## src/selftest_defines.svh

```systemverilog
// Offsets, field positions, test codes and timing constants of the sequencer
`ifndef SELFTEST_DEFINES_SVH
`define SELFTEST_DEFINES_SVH

// Register offsets
`define REG_CTRL       8'h00
`define REG_STATUS     8'h04
`define CTRL_HOST_BIT  0

// Test numbers, held as the octal values 1 to 17 packed into four bits
`define TEST_CORE      4'hF
`define TEST_ARITH     4'hE
`define TEST_HOSTCHIP  4'hD
`define TEST_FIFO      4'hC
`define TEST_FMT       4'hA
`define TEST_LAST      4'h1
`define SEL_SEEK       4'h1
`define SEL_TUNE       4'h2
`define SEL_SUITE      4'h0

// Lamp patterns
`define LAMPS_ALL      4'hF
`define LAMPS_OFF      4'h0

// Eighth-word check: end-of-word strobes before the flag may rise
`define FMT_WORDS      4'h8

// Brief lamp flash
`define FLASH_MS       50
`define CLK_KHZ        40000
`define FLASH_CYCLES   (`FLASH_MS * `CLK_KHZ)

`endif

```

## src/selftest_pkg.sv

```systemverilog
// Types shared by the self-test sequencer and its surroundings
package selftest_pkg;

  typedef enum logic [2:0] {
    ST_IDLE    = 3'b000,
    ST_FLASH   = 3'b001,
    ST_RUN     = 3'b010,
    ST_WAIT    = 3'b011,
    ST_SHOW    = 3'b100,
    ST_HALT    = 3'b101,
    ST_HANG    = 3'b110,
    ST_LOCK    = 3'b111
  } seq_state_t;

  typedef struct packed {
    logic       normal_position;
    logic [3:0] test_select;
    logic       start;
  } panel_in_t;

  typedef struct packed {
    logic [3:0] result;
    logic       fail;
  } lamps_t;

  typedef struct packed {
    logic       go;
    logic [3:0] num;
  } test_req_t;

  typedef struct packed {
    logic       done;
    logic       fail;
    logic [3:0] section;
    logic       end_of_word_strobe;
    logic       eighth_word_flag;
  } test_rsp_t;

  typedef struct packed {
    logic [7:0]  addr;
    logic [31:0] wdata;
    logic        wr;
    logic        rd;
  } bus_req_t;

endpackage

```

## src/selftest_seq.sv

```systemverilog
// Self-test sequencer: panel switches, test dispatch, lamps and hang logic
//
// Functional notes
// - Normal position, start press runs whole suite once, ignoring selector.
// - Normal run flashes all lamps; error shows number and fail lamp.
// - Normal with start held loops suite to first error, restarts.
// - Normal held start flashes lamps each pass, hides errors until release.
// - Service, selector above 2: loop test until error, then halt.
// - Single test loop flashes its number; error shows section (tests 16 and 15 show their number), fail lamp.
// - Service selector 2: start tuning procedure, flash 2.
// - Service selector 1: command random seeks, flash 1.
// - Service selector 0: loop suite, flash numbers, halt on error.
// - Service held start loops and restarts; only test 17 still hangs.
// - Host commands ignored unless switch is in normal position.
// - Test 17 runs first; fault locks until power or spindle reset.
// - Test 17 failure shows 17 in both switch positions.
// - Test 16 failure hangs showing 16 unless start held; press releases.
// - Test 15 checks host interface chip; fail shows 15, hangs.
// - Test 14 checks FIFOs; reports sections, exits to firmware.
// - Test 13 loops FIFO data through host interface chip.
// - Test 12 first loops a pattern through formatter and compares.
// - Test 12 then checks overrun on empty FIFO.
// - Test 12 eighth-word flag only after sixteenth byte.
// - Normal: self-test runs at power-on, host command or start press.
// - Result lamps give failing test in octal; dark on pass.
`timescale 1ns/1ps
`include "selftest_defines.svh"

module selftest_seq
  import selftest_pkg::*;
#(
  parameter int FLASH_CYCLES = `FLASH_CYCLES
) (
  // Clock and reset
  input  wire logic      clk,
  input  wire logic      rst,
  // Spindle run switch restart
  input  wire logic      spindle_restart,
  // Panel switches and lamps
  input  wire panel_in_t panel,
  output lamps_t         lamps,
  // Test engine
  output test_req_t      test_req,
  input  wire test_rsp_t test_rsp,
  // Drive and host side
  output logic           tune_go,
  output logic           seek_go,
  output logic           host_enable,
  output logic           firmware_run,
  // Register port
  input  wire bus_req_t  bus,
  output logic [31:0]    rdata
);

  typedef struct packed {
    seq_state_t  st;
    logic [3:0]  cur;
    logic [3:0]  err_num;
    logic        err_pend;
    logic        suite;
    logic        service;
    logic [23:0] timer;
    logic        start_prev;
    logic [3:0]  words;
    logic        fmt_err;
    lamps_t      lamps;
    test_req_t   req;
    logic        tune;
    logic        seek;
    logic        host_en;
    logic        fw;
    logic [31:0] rdata;
  } regs_t;

  regs_t q;
  regs_t d;

  localparam logic [23:0] FLASH_LOAD = 24'(FLASH_CYCLES - 1);

  // **************************************************************
  // Helpers
  // **************************************************************
  function automatic logic hangs_on_fail(input logic [3:0] num);
    return (num == `TEST_ARITH) || (num == `TEST_HOSTCHIP);
  endfunction

  function automatic logic [31:0] status_word(input regs_t r);
    return {19'h0_0000, r.lamps.fail, r.lamps.result, r.cur,
            r.st, r.service};
  endfunction

  logic press;
  logic held;
  logic host_cmd;
  logic fmt_early;

  assign press    = panel.start & ~q.start_prev;
  assign held     = panel.start;
  assign host_cmd = bus.wr && (bus.addr == `REG_CTRL) &&
                    bus.wdata[`CTRL_HOST_BIT] && panel.normal_position &&
                    q.host_en;
  assign fmt_early = (q.cur == `TEST_FMT) && test_rsp.eighth_word_flag &&
                     (q.words < `FMT_WORDS);

  // **************************************************************
  // Next state
  // **************************************************************
  always_comb begin
    d            = q;
    d.start_prev = panel.start;
    d.req.go     = 1'b0;
    d.tune       = 1'b0;
    d.seek       = 1'b0;
    d.rdata      = 32'h0000_0000;
    if (bus.rd && bus.addr == `REG_STATUS) begin
      d.rdata = status_word(q);
    end
    if (q.timer != 24'h00_0000) begin
      d.timer = q.timer - 24'h00_0001;
    end
    // count end-of-word strobes, catch an early flag
    if (q.st == ST_WAIT && q.cur == `TEST_FMT) begin
      if (test_rsp.end_of_word_strobe && q.words != 4'hF) begin
        d.words = q.words + 4'h1;
      end
      if (fmt_early) begin
        d.fmt_err = 1'b1;
      end
    end

    unique case (q.st)
      ST_IDLE: begin
        // suite in normal position, selector ignored
        if (panel.normal_position && (press || host_cmd)) begin
          d.st       = ST_FLASH;
          d.suite    = 1'b1;
          d.service  = 1'b0;
          d.err_pend = 1'b0;
          d.lamps    = '{result: `LAMPS_ALL, fail: 1'b1};
          d.timer    = FLASH_LOAD;
        end else if (!panel.normal_position && press) begin
          d.service = 1'b1;
          d.lamps   = '{result: `LAMPS_OFF, fail: 1'b0};
          if (panel.test_select == `SEL_SUITE) begin
            d.suite = 1'b1;
            d.cur   = `TEST_CORE;
            d.st    = ST_RUN;
          end else if (panel.test_select == `SEL_SEEK) begin
            d.seek         = 1'b1;
            d.lamps.result = `SEL_SEEK;
            d.timer        = FLASH_LOAD;
            d.st           = ST_SHOW;
            d.suite        = 1'b0;
            d.cur          = `SEL_SEEK;
          end else if (panel.test_select == `SEL_TUNE) begin
            d.tune         = 1'b1;
            d.lamps.result = `SEL_TUNE;
            d.timer        = FLASH_LOAD;
            d.st           = ST_SHOW;
            d.suite        = 1'b0;
            d.cur          = `SEL_TUNE;
          end else begin
            d.suite = 1'b0;
            d.cur   = panel.test_select;
            d.st    = ST_RUN;
          end
        end
      end
      ST_FLASH: begin
        // all lamps lit briefly, then the suite
        if (q.timer == 24'h00_0000) begin
          d.lamps = '{result: `LAMPS_OFF, fail: 1'b0};
          d.cur   = `TEST_CORE;
          d.st    = ST_RUN;
        end
      end
      ST_RUN: begin
        d.req     = '{go: 1'b1, num: q.cur};
        d.words   = 4'h0;
        d.fmt_err = 1'b0;
        d.st      = ST_WAIT;
      end
      ST_WAIT: begin
        if (test_rsp.done && (test_rsp.fail || q.fmt_err || fmt_early)) begin
          if (q.cur == `TEST_CORE) begin
            d.lamps = '{result: `TEST_CORE, fail: 1'b1};
            d.st    = ST_LOCK;
          end else if (held) begin
            // held start restarts, error kept hidden
            d.err_pend = ~q.service;
            d.err_num  = q.cur;
            d.cur      = q.suite ? `TEST_CORE : q.cur;
            d.st       = q.service ? ST_RUN : ST_FLASH;
            if (!q.service) begin
              d.lamps = '{result: `LAMPS_ALL, fail: 1'b1};
              d.timer = FLASH_LOAD;
            end
          end else if (!q.service) begin
            d.lamps = '{result: q.cur, fail: 1'b1};
            d.st    = hangs_on_fail(q.cur) ? ST_HANG : ST_IDLE;
          end else begin
            // service halt, section or test shown
            d.lamps.result = (q.suite || hangs_on_fail(q.cur)) ?
                             q.cur : test_rsp.section;
            d.lamps.fail   = 1'b1;
            d.st           = hangs_on_fail(q.cur) ? ST_HANG : ST_HALT;
          end
        end else if (test_rsp.done) begin
          if (q.service) begin
            d.lamps.result = q.cur;
            d.timer        = FLASH_LOAD;
            d.st           = ST_SHOW;
          end else if (q.cur != `TEST_LAST) begin
            d.cur = q.cur - 4'h1;
            d.st  = ST_RUN;
          end else if (held) begin
            d.lamps = '{result: `LAMPS_ALL, fail: 1'b1};
            d.timer = FLASH_LOAD;
            d.st    = ST_FLASH;
          end else begin
            // dark on pass, held-start error shown on release
            d.lamps = q.err_pend ? lamps_t'{result: q.err_num, fail: 1'b1}
                                 : lamps_t'{result: `LAMPS_OFF, fail: 1'b0};
            d.st    = ST_IDLE;
          end
        end
      end
      ST_SHOW: begin
        if (q.timer == 24'h00_0000) begin
          d.lamps.result = `LAMPS_OFF;
          if (!q.suite && (q.cur == `SEL_SEEK || q.cur == `SEL_TUNE)) begin
            d.st = ST_IDLE;
          end else if (q.suite && q.cur != `TEST_LAST) begin
            d.cur = q.cur - 4'h1;
            d.st  = ST_RUN;
          end else begin
            d.cur = q.suite ? `TEST_CORE : q.cur;
            d.st  = ST_RUN;
          end
        end
      end
      ST_HALT, ST_HANG: begin
        // start press releases the halt or hang
        if (press) begin
          d.lamps = '{result: `LAMPS_OFF, fail: 1'b0};
          d.cur   = q.suite ? `TEST_CORE : q.cur;
          d.st    = q.service ? ST_RUN : ST_IDLE;
        end
      end
      ST_LOCK: d.st = ST_LOCK;
    endcase

    // spindle run switch restarts the self-test
    if (spindle_restart) begin
      d.st       = ST_FLASH;
      d.suite    = 1'b1;
      d.service  = 1'b0;
      d.err_pend = 1'b0;
      d.lamps    = '{result: `LAMPS_ALL, fail: 1'b1};
      d.timer    = FLASH_LOAD;
    end
    // host bus served only in normal position while idle
    d.host_en = panel.normal_position && (d.st == ST_IDLE);
    d.fw      = panel.normal_position && (d.st == ST_IDLE);
  end

  // **************************************************************
  // State register
  // **************************************************************
  always_ff @(posedge clk) begin
    if (rst) begin
      q         <= '0;
      q.st      <= ST_FLASH;
      q.suite   <= 1'b1;
      q.lamps   <= '{result: `LAMPS_ALL, fail: 1'b1};
      q.timer   <= FLASH_LOAD;
    end else begin
      q <= d;
    end
  end

  assign lamps        = q.lamps;
  assign test_req     = q.req;
  assign tune_go      = q.tune;
  assign seek_go      = q.seek;
  assign host_enable  = q.host_en;
  assign firmware_run = q.fw;
  assign rdata        = q.rdata;
endmodule

```

## config.mk

```make
export PLATFORM = sky130hd
export DESIGN_NAME = selftest_seq
export DESIGN_NICKNAME = d
export VERILOG_FILES = /design/src/selftest_pkg.sv /design/src/selftest_seq.sv
export VERILOG_INCLUDE_DIRS = /design/src
export SDC_FILE = /design/constraint.sdc
export NUM_CORES = 1
export LEC_CHECK = 0
export BUFFER_PORTS_ARGS = -buffer_cell sky130_fd_sc_hd__buf_2
export CORE_ASPECT_RATIO = 2
export CORE_MARGIN = 3
export CORE_UTILIZATION = 33
export CTS_CLUSTER_SIZE = 16
export DETAILED_ROUTE_END_ITERATION = 8
export GPL_ROUTABILITY_DRIVEN = 1
export HOLD_SLACK_MARGIN = 0.08
export SYNTH_ARGS = -nofsm -noshare
export SYNTH_HDL_FRONTEND = slang
export SYNTH_SLANG_ARGS = --single-unit
export TNS_END_PERCENT = 1
```

## constraint.sdc

```tcl
create_clock -name clk -period 2.9 [get_ports clk]
set_input_delay 0.435 -clock clk [delete_from_list [all_inputs] [get_ports clk]]
set_output_delay 0.435 -clock clk [all_outputs]
set_load 0.05 [all_outputs]
```

== Word level (Yosys, flattened, before mapping) ==
Index checks and enable logic that the tools add are counted.
Cells by class
  equality and inequality tests: 38
  reductions and logical operators: 47
  add/subtract/negate cells: 3
  bitwise operators: 7
  $lt $le $gt $ge: 1
  mux-type cells: 76
Operators with widths (number)
  $mux W24: 12
  $mux W5: 14
  $mux W7: 9
  $mux W26: 2
  $pmux W24 S2: 1
  $pmux W4 S5: 2
  $mux W4: 9
  $logic_not A24 Y1: 1
  $mux W3: 8
  $reduce_bool A24 Y1: 1
  $sub A24 B1 Y24 const B: 1
  $pmux W3 S7: 1
  $mux W9: 2
  $ne A2 B2 Y1 const B: 9
  $eq A4 B4 Y1 const B: 4
  $reduce_and A8 Y1: 2
  $logic_and A1 B1 Y1: 15
  $mux W2: 7
  $eq A3 B3 Y1 const B: 4
  $ne A3 B3 Y1 const B: 4
  $reduce_and A12 Y1: 1
  $eq A4 B1 Y1 const B: 2
  $eq A4 B2 Y1 const B: 2
  $eq A8 B3 Y1 const B: 1
  other kinds (31): 58
Storage, ports and cells
  bits of input ports: 59
  word-level logic and storage cells: 191
  bits in registers: 89
  output and inout bits: 46

== Depth between registers and ports, before layout ==
Gate-level depths: netlist (run 1).
  word-level depth: 12
  mapped depth: 11
  depth with buffers taken out: 8

== Worst setup path after synthesis (run 1) ==
Ideal clock, no wire load.
  kind: register -> register
  from: register q[52] in the netlist's numbering
  to: register lamps[3] (netlist name)
  stages on the path, launching flop included: 10
  clock period less this slack: 2.604 ns
  setup slack: 0.296 ns
  buffers on the path: 2
  arrival: 2.482 ns
  library setup time: 0.122 ns
  data required time: 2.778 ns
  path through: dfxtp_1 > inv_1 > ha_1 > or4b_2 > clkbuf_1 > or3_1 > buf_6 > o31ai_4 > nand2_4 > a221o_1
Between the ends
  word-level cells in the longest chain between the ends: 3
  elaborated cells between the ends (all ways): 4
  those cells by class: 2 x eq/ne; 2 x reduce/logical
RTL lines
  start: declaration: line selftest_seq.sv:75  | regs_t q;
  $logic_not A24 Y1 *: line selftest_seq.sv:171, selftest_seq.sv:229
  $ne A2 B2 Y1 (no source line)
  $reduce_and A8 Y1 (no source line) *
Mark *: on every way between the ends. The rest lies on a longest branch, timed or not.
A chain may end at the register's enable or synchronous reset.

== Final worst setup path (run 1) ==
  from: register q[52] in the netlist's numbering
  to: register lamps[3] (netlist name)
Between the ends
  word-level cells in the longest chain between the ends: 3
  elaborated cells between the ends (all ways): 4
  those cells by class: 2 x eq/ne; 2 x reduce/logical
RTL lines (line)
  $logic_not A24 Y1 *: selftest_seq.sv:171, selftest_seq.sv:229
  $ne A2 B2 Y1 (no source line)
  $reduce_and A8 Y1 (no source line) *
Marked as above.

==> out/summary.txt, run 1 <==
Clock power frac = 46.8%
initial antenna violation count = 0
Worst-Margin Slew = 0.841 ns
ratio of final minimum period to clock period = 94.7%
status = finished, final reports clean
sequential share of power = 45.6%
Crit. Startpoint = q[52]$_SDFF_PP1_
non-filler instance count after layout = 727
worst hold-check path type = in -> reg
gr ovfl total = 0
largest net degree at the start of global routing = 24
FF-to-FF setup slack = 0.15 ns
DR vias = 4054
CP endpoint kind = register
CP cell instances = inv_1 > ha_1 > or4b_2 > or3_1 > o31ai_4 > nand2_4 > a221o_1
diodes inserted = 0
Synth Instances = 522
EDFF count, synth = 0
placed cells = 713
Die Y = 165 um
Final ANT Viol Nets = 0
FF-to-FF path depth = 7
final WL = 12900 um
Hold Vio Cnt, Final = 0
I/O Pins = 105
Max stage delay on crit path = 0.62 ns
Peak VDD IR = 0.339 mV
leakage power = 1.94 nW
commonest non-fill, non-tap cell in the layout = dfxtp_1
CTS tree = done
most frequent cells in the layout = dfxtp_1, buf_2, nor2_1
worst-skew pair later-pin latency = 0.33 ns
Setup CP Type = reg -> reg
first-pass GRT wire length = 19400 um
initial core utilization = 34.1%
crit-path max FO = 9
width of the die = 85.6 um
Post-CTS Setup Inserts = 0
r2r startpoint = q[52]$_SDFF_PP1_
CP arrival = 2.97 ns
Final GP Congestion = 0.963
Cell Rows = 57
vias in the first global route = 3879
combinational power share = 7.6%
clk slew on worst S/H paths = 0.05 ns
drt drc = 0
Final nets = 642
die area = 14100 um2
Inserted Clock Buffers = 9
Ys Warns = 0
WL/cell = 17.8 um
flops & latches, synth = 70
root buffer cell = clkbuf_16
DR pass1 iterations = 6
Final Setup Violations = 0
RR Endpoint = lamps[3]$_SDFFE_PP1P_
layout cells sized above 1 = 20.9%
Tot GR Track Use = 18.1%
H-tree Lvls = 3
clock tree buffer depth = 2
pwr/cell area = 438 nW/um2
Final min period = 2.75 ns
TritonCTS Sinks = 70
area delta synth->final = 15.8%
post-cts sizing count = 0
Setup crit end = lamps[3]$_SDFFE_PP1P_
Post-DP HPWL = 10200 um
Yosys cell types = 65
Worst EP required = 3.12 ns
switch share = 24.6%
Via density = 5.58
Post-Syn Area = 4180 um2
Worst Skew = 0.00635 ns
pre-CTS WS = 0.142 ns
Avg Inst Size Synth = 8.01 um2
PortBufs = 54
Max Slew Vio Count = 0
Relative slew margins = 43.9%
async set-reset flop share out of synthesis = 0%
final setup TNS = 0 ns
RSZ-0062 raised after global routing = yes
ys flop type = dfxtp_1
core area = 12300 um2
Switching Power = 521 uW
Critical-path top delay cell = or4b_2
CTS Hold Bufs = 0
Tot Pwr = 2.12 mW
Fmax = 0.364 GHz
setup ws final = 0.153 ns
DRT iter0 DRCs = 221
Max-Cap Viols = 0
Pint = 1.60 mW
crit path launch type = register
post-synthesis sequential area ratio = 33.5%
==> final cells by class <==
class,count,area (um2)
clock buffers,13,250
clock inverters,1,7.51
fillers,1302,7430
inverters,10,37.5
multi-input cells,391,2380
flip-flops and latches,70,1400
well taps,147,184
repair buffers,95,578
==> worst min-delay path by stage <==
stage | from | to | slack (ns) | cells past startpoint
after global routing | spindle_restart | firmware_run$_SDFF_PP0_ | 0.41 | 3
final | panel[5] | firmware_run$_SDFF_PP0_ | 0.40 | 3
after CTS | panel[5] | firmware_run$_SDFF_PP0_ | 0.39 | 3
after detailed placement | q[79]$_SDFFE_PP0P_ | q[79]$_SDFFE_PP0P_ | 0.47 | 2
after floorplan | q[56]$_SDFF_PP1_ | q[56]$_SDFF_PP1_ | 0.44 | 2
after global placement | lamps[2]$_SDFFE_PP1P_ | rdata[9]$_SDFF_PP0_ | 0.46 | 1
==> power groups by stage <==
stage	clock network [mW]	logic, mW	registers [mW]
after floorplan	0	0.125	0.986
after global placement	0	0.157	0.987
after detailed placement	0	0.158	0.987
after CTS	1.01	0.158	0.966
after global routing	1.04	0.170	0.966
final	0.991	0.160	0.966
==> state kept, by name (all words and copies together) (netlist names) <==
name and count:
test_req 5, seek_go 1, tune_go 1, lamps 5, rdata 13, firmware_run 1, q 44
==> synth_stat cells, types with 5 or more instances <==
master    count  area share (%)
nor3_1       28             3.4
nor2b_1       6            0.90
xnor2_1       7             1.5
ha_1          6             1.8
nand2_1      47             4.2
and3_1        6            0.90
buf_4        43             7.7
a21oi_1      39             4.7
o22ai_1       6            0.90
nor4_1        8             1.2
inv_1         8            0.72
clkbuf_1     24             2.2
nand4b_1      5             1.0
xor2_1       19             4.0
mux2i_1      14             3.4
or3_1         5            0.75
nor2_1       50             4.5
a211oi_1      5            0.90
nand2b_1      6            0.90
o21ai_0      15             1.8
dfxtp_1      70              34
nand3_1      17             2.0
and2_1       12             1.8
==> routing by layer <==
layer  wire, um  part of all wire, %  vias to the layer above  GRT usage (%)
met3        639                  4.9                       76           3.92
met4       1130                  8.8                        0           16.9
met1       4100                   32                     1898           14.8
li1           -                    -                     1904              -
met5          0                    0                        -              0
met2       7050                   55                      176           34.3
==> critical path: cells and delay by family (launching register included) <==
family | cells | cell delay (ns)
compound gates | 2 | 0.80
flops | 1 | 0.33
buf+inv | 1 | 0.08
simple gates | 3 | 1.23
fa+ha+maj | 1 | 0.20
==> per-stage QoR <==
step	instance area (um2)	util [%]	hold slack [ns]
floorplan	4250	-	0.443
global placement	4580	37.3	0.462
detailed placement	4580	37.3	0.468
CTS	4840	39.4	0.390
global route	4840	39.5	0.407
finish	4840	39.5	0.401
==> logic make-up after synthesis <==
family	after synthesis	share of synthesized area (%)
fa+ha+maj	6	1.80
compound gates	110	17.8
mux	14	3.35
xor+xnor	26	5.45
flops	70	33.5
other cells	1	0.0897
buf+inv	79	11.1
simple gates	216	26.8
No activity file was read; power rests on OpenSTA's default activity.
==> run 2, diff against run 1 <==
--- a/config.mk
+++ b/config.mk
@@ -10,10 +10,12 @@
 export CORE_ASPECT_RATIO = 2
 export CORE_MARGIN = 3
 export CORE_UTILIZATION = 33
+export CTS_BUF_LIST = sky130_fd_sc_hd__clkbuf_8
 export CTS_CLUSTER_SIZE = 16
 export DETAILED_ROUTE_END_ITERATION = 8
 export GPL_ROUTABILITY_DRIVEN = 1
 export HOLD_SLACK_MARGIN = 0.08
+export RECOVER_POWER = 25
 export SYNTH_ARGS = -nofsm -noshare
 export SYNTH_HDL_FRONTEND = slang
 export SYNTH_SLANG_ARGS = --single-unit
==> constraint.sdc (replaced) <==
create_clock -name clk -period 2.26 [get_ports clk]
set_input_delay 0.339 -clock clk [delete_from_list [all_inputs] [get_ports clk]]
set_output_delay 0.339 -clock clk [all_outputs]
set_load 0.05 [all_outputs]
==> out/summary.txt, run 2 (synthesized netlist as in run 1, its figures left out) <==
pre-CTS WS = -0.277 ns
Clock power frac = 43.5%
Final nets = 709
worst hold-check path type = in -> reg
Fmax = 0.418 GHz
r2r startpoint = q[69]$_SDFF_PP1_
Final GP Congestion = 1.00
crit-path max FO = 6
first-pass GRT wire length = 21700 um
Relative slew margins = 55.4%
Via density = 5.52
delay-heaviest family, CP = simple AND/OR/NAND/NOR gates
status = finished with violations
clock tree buffer depth = 2
largest net degree at the start of global routing = 23
violated checks = setup timing
CTS Hold Bufs = 0
RSZ-0062 raised after global routing = yes
met1 Use GR = 16.2%
Worst-Margin Slew = 0.670 ns
Fill cells = 1289
Tot GR Track Use = 20.2%
DR vias = 4397
pwr/cell area = 475 nW/um2
diodes inserted = 0
vias in the first global route = 4343
Max-Cap Viols = 0
Inserted Clock Buffers = 9
Final Setup Violations = 9
sequential share of power = 47.2%
WL/cell = 18.0 um
hold worst-path end = firmware_run$_SDFF_PP0_
Worst Skew = 0.0145 ns
H-tree Lvls = 3
DRT iter0 DRCs = 227
width of the die = 85.6 um
core area = 12300 um2
leakage power = 2.22 nW
placed inst area = 5140 um2
worst hold slack = 0.287 ns
worst-skew pair later-pin latency = 0.36 ns
area delta synth->final = 32.2%
Hold Vio Cnt, Final = 0
ratio of final minimum period to clock period = 106%
met2 GRT Util = 39.7%
final WL = 14300 um
Pint = 1.96 mW
Worst EP required = 2.50 ns
die area = 14100 um2
Die Y = 165 um
Final min period = 2.39 ns
Max stage delay on crit path = 0.53 ns
RR Endpoint = lamps[3]$_SDFFE_PP1P_
Setup CP Type = reg -> reg
CP cell instances = or4_4 > or2_4 > or3_4 > o31ai_4 > buf_6 > nand2_4 > a221o_1
root buffer cell = clkbuf_8
switch share = 25.4%
CTS tree = done
Switching Power = 666 uW
Critical-path top delay cell = or4_4
FF-to-FF setup slack = -0.13 ns
clk slew on worst S/H paths = 0.09 ns
crit path launch type = register
max reg flops = 44
gr busiest metal = met2
Cell Rows = 57
CP endpoint kind = register
I/O Pins = 105
FF-to-FF path depth = 7
WHS Path Cells = 3
Hold Path Origin = spindle_restart
most frequent cells in the layout = buf_4, dfxtp_1, nor2_1
Post-DP HPWL = 11500 um
M3 GR Usage = 3.28%
PortBufs = 54
combinational power share = 9.4%
CP arrival = 2.64 ns
Max Slew Vio Count = 0
drt drc = 0
layout cells sized above 1 = 32.8%
Peak VDD IR = 0.415 mV
initial core utilization = 34.1%
DR pass1 iterations = 6
commonest non-fill, non-tap cell in the layout = buf_4
Design Area, Final = 5520 um2
TritonCTS Sinks = 70
gr ovfl total = 0
Final Util = 45.0%
largest register by flop count = q
setup ws final = -0.134 ns
Final ANT Viol Nets = 0
initial antenna violation count = 0
CP Buf/Inv Count = 1
==> run 2: changes by cell type in the layout (fill, tap and decap cells not counted), sizes merged <==
cell	previous run	this run
buf	95	148
bufinv	0	2
clkbuf	13	24
clkinv	2	4
clkinvlp	1	2
==> run 2: layout make-up <==
| cell class | instances | area [um2] | share of cell area (%) |
|---|---|---|---|
| Clock buffer | 10 | 138 | 2.49 |
| Inverter | 10 | 37.5 | 0.680 |
| Clock inverter | 6 | 85.1 | 1.54 |
| Tap cell | 147 | 184 | 3.33 |
| Sequential cell | 70 | 1410 | 25.5 |
| Multi-Input combinational cell | 391 | 2550 | 46.3 |
| Timing Repair Buffer | 162 | 1120 | 20.2 |
==> run 2: power by group through the flow <==
stage               Clock (mW)  Combinational [mW]  Sequential (mW)
finish                    1.14               0.246             1.24
global route              1.21               0.259             1.24
CTS                       1.17               0.234             1.24
detailed placement           0               0.232             1.27
global placement             0               0.231             1.27
floorplan                    0               0.162             1.27
==> run 2: how the worst max path moves through the flow <==
stage,from,endpoint,slack [ns],depth (start not counted)
global route,q[84]$_SDFFE_PP0P_,q[85]$_SDFFE_PP0P_,-0.19,10
global placement,q[72]$_SDFF_PP1_,lamps[3]$_SDFFE_PP1P_,-0.26,7
floorplan,q[53]$_SDFF_PP1_,lamps[3]$_SDFFE_PP1P_,-0.19,9
CTS,q[69]$_SDFF_PP1_,lamps[3]$_SDFFE_PP1P_,-0.16,7
detailed placement,q[72]$_SDFF_PP1_,lamps[3]$_SDFFE_PP1P_,-0.28,7
finish,q[69]$_SDFF_PP1_,lamps[3]$_SDFFE_PP1P_,-0.13,7
==> run 2: repair_timing <==
item                                   CTS  global route
setup endpoints to repair               22            36
setup buffers                            0             0
pin swaps                                4             5
gates resized for setup                 15            27
endpoints found under the hold margin    0             0
==> run 2: per-layer routing <==
layer,wire [um],up-vias,share of wire [%]
li1,-,2045,-
met1,4290,2031,30
met2,7910,236,55
met3,759,85,5.3
met4,1350,0,9.5
met5,0,-,0
==> run 2: through the flow <==
stage / power [mW] / setup TNS (ns) / cells
after CTS: 2.64 / -1.13 / 796
after global routing: 2.71 / -1.69 / 796
after detailed placement: 1.50 / -2.09 / 780
final: 2.62 / -0.824 / 796
after floorplan: 1.43 / -3.53 / 540
after global placement: 1.50 / -1.79 / 780
==> run 2: worst reg2reg max path: stages (launching register included) <==
cell and delay, ns:
dfxtp_2 0.32, or4_4 0.53, or2_4 0.27, or3_4 0.41
o31ai_4 0.24, buf_6 0.15, nand2_4 0.05, a221o_1 0.32
==> run 3, diff against run 2 <==
--- a/config.mk
+++ b/config.mk
@@ -9,12 +9,13 @@
 export BUFFER_PORTS_ARGS = -buffer_cell sky130_fd_sc_hd__buf_2
 export CORE_ASPECT_RATIO = 2
 export CORE_MARGIN = 3
-export CORE_UTILIZATION = 33
+export CORE_UTILIZATION = 50
 export CTS_BUF_LIST = sky130_fd_sc_hd__clkbuf_8
 export CTS_CLUSTER_SIZE = 16
 export DETAILED_ROUTE_END_ITERATION = 8
 export GPL_ROUTABILITY_DRIVEN = 1
 export HOLD_SLACK_MARGIN = 0.08
+export PLACE_DENSITY = 0.79
 export RECOVER_POWER = 25
 export SYNTH_ARGS = -nofsm -noshare
 export SYNTH_HDL_FRONTEND = slang
==> out/summary.txt, run 3 (synthesized netlist as in run 1, its figures left out) <==
I/O Pins = 105
WL/cell = 18.2 um
Worst Skew = 0.0110 ns
CTS tree = done
CP endpoint kind = register
CP arrival = 2.65 ns
first-pass GRT wire length = 21100 um
Max stage delay on crit path = 0.56 ns
DR pass1 iterations = 5
gr ovfl total = 0
violated checks = setup timing
Hold Vio Cnt, Final = 0
placed inst area = 5010 um2
pwr/cell area = 491 nW/um2
PortBufs = 54
max reg flops = 44
Worst-Margin Slew = 0.606 ns
delay-heaviest family, CP = simple AND/OR/NAND/NOR gates
setup ws final = -0.117 ns
commonest non-fill, non-tap cell in the layout = buf_4
TritonCTS Sinks = 70
Post-DP HPWL = 10400 um
Cell Rows = 46
width of the die = 70.6 um
worst-skew pair later-pin latency = 0.37 ns
vias in the first global route = 4298
worst hold-check path type = in -> reg
Setup CP Type = reg -> reg
DRT iter0 DRCs = 346
Die Y = 135 um
drt drc = 0
core area = 8060 um2
most frequent cells in the layout = buf_4, dfxtp_1, nor2_1
status = finished with violations
RSZ-0062 raised after global routing = yes
Fmax = 0.421 GHz
root buffer cell = clkbuf_8
Peak VDD IR = 0.455 mV
layout cells sized above 1 = 31.0%
initial antenna violation count = 0
Relative slew margins = 59.8%
CTS Hold Bufs = 0
leakage power = 2.18 nW
clk slew on worst S/H paths = 0.08 ns
CP Buf/Inv Count = 1
area delta synth->final = 27.7%
Final nets = 701
Fill cells = 719
Final ANT Viol Nets = 0
DR vias = 4252
non-filler instance count after layout = 737
clock tree buffer depth = 2
largest net degree at the start of global routing = 24
crit-path max FO = 6
initial core utilization = 51.9%
Inserted Clock Buffers = 9
final setup TNS = -0.833 ns
Design Area, Final = 5340 um2
H-tree Lvls = 3
Tot GR Track Use = 28.5%
placed cells = 721
Final min period = 2.38 ns
die area = 9560 um2
Max Slew Vio Count = 0
ratio of final minimum period to clock period = 105%
Via density = 5.77
crit path launch type = register
largest register by flop count = q
Final Setup Violations = 11
Final GP Congestion = 0.953
diodes inserted = 0
final WL = 13400 um
Worst EP required = 2.53 ns
Critical-path top delay cell = or4_4
Max-Cap Viols = 0
CP cell instances = or4_4 > or2_4 > or3_4 > o31ai_4 > buf_4 > a21oi_1 > a311oi_1
[run 3: changes by cell type in the layout (fill, tap and decap cells not counted), sizes merged]
cell	previous run	this run
buf	148	142
clkbuf	24	22
[run 3: tightest hold or removal path: stages]
cell     delay (ns)
buf_2          0.08
a21oi_1        0.04
nor3_2         0.13
[run 3: worst paths after layout]
kind	from	depth (start not counted)	slack, ns	end
min reg2reg	q[46]$_SDFFE_PP0P_	1	0.48	q[46]$_SDFFE_PP0P_
max reg2reg	q[72]$_SDFF_PP1_	7	-0.12	q[84]$_SDFFE_PP0P_
max	q[72]$_SDFF_PP1_	7	-0.12	q[84]$_SDFFE_PP0P_
min	spindle_restart	3	0.27	firmware_run$_SDFF_PP0_
[run 3: layout make-up]
cell class	count	area [um2]	area share (%)
Clock buffer	10	138	2.58
Clock inverter	6	85.1	1.59
Inverter	10	37.5	0.703
Multi-Input combinational cell	391	2510	47.0
Sequential cell	70	1410	26.4
Tap cell	96	120	2.25
Timing Repair Buffer	154	1040	19.5
[run 3: what timing repair did]
item	4_1_cts	5_1_grt
endpoints found under the setup margin	36	36
setup buffers	0	1
pin swaps	5	3
gates resized for setup	14	16
[run 3: stage by stage]
step	setup WS, ns	util (%)	total power, mW	hold slack, ns
2_1_floorplan	-0.191	-	1.43	0.451
3_3_place_gp	-0.210	62.1	1.48	0.461
3_5_place_dp	-0.263	62.1	1.49	0.473
4_1_cts	-0.126	65.5	2.62	0.259
5_1_grt	-0.197	66.2	2.69	0.297
6_report	-0.117	66.2	2.62	0.275
[run 3: where the power goes]
group          total (mW)  internal, mW  switching, mW
Combinational       0.231        0.0680          0.163
Clock                1.15         0.647          0.505
Sequential           1.24          1.24        0.00184
[run 3: metal layers]
metal	track usage (%)	vias to the layer above	wire length [um]
met5	0	-	0
met4	19.2	0	822
met3	3.94	51	554
met2	54.4	144	7370
met1	27.2	2028	4630
li1	-	2029	-
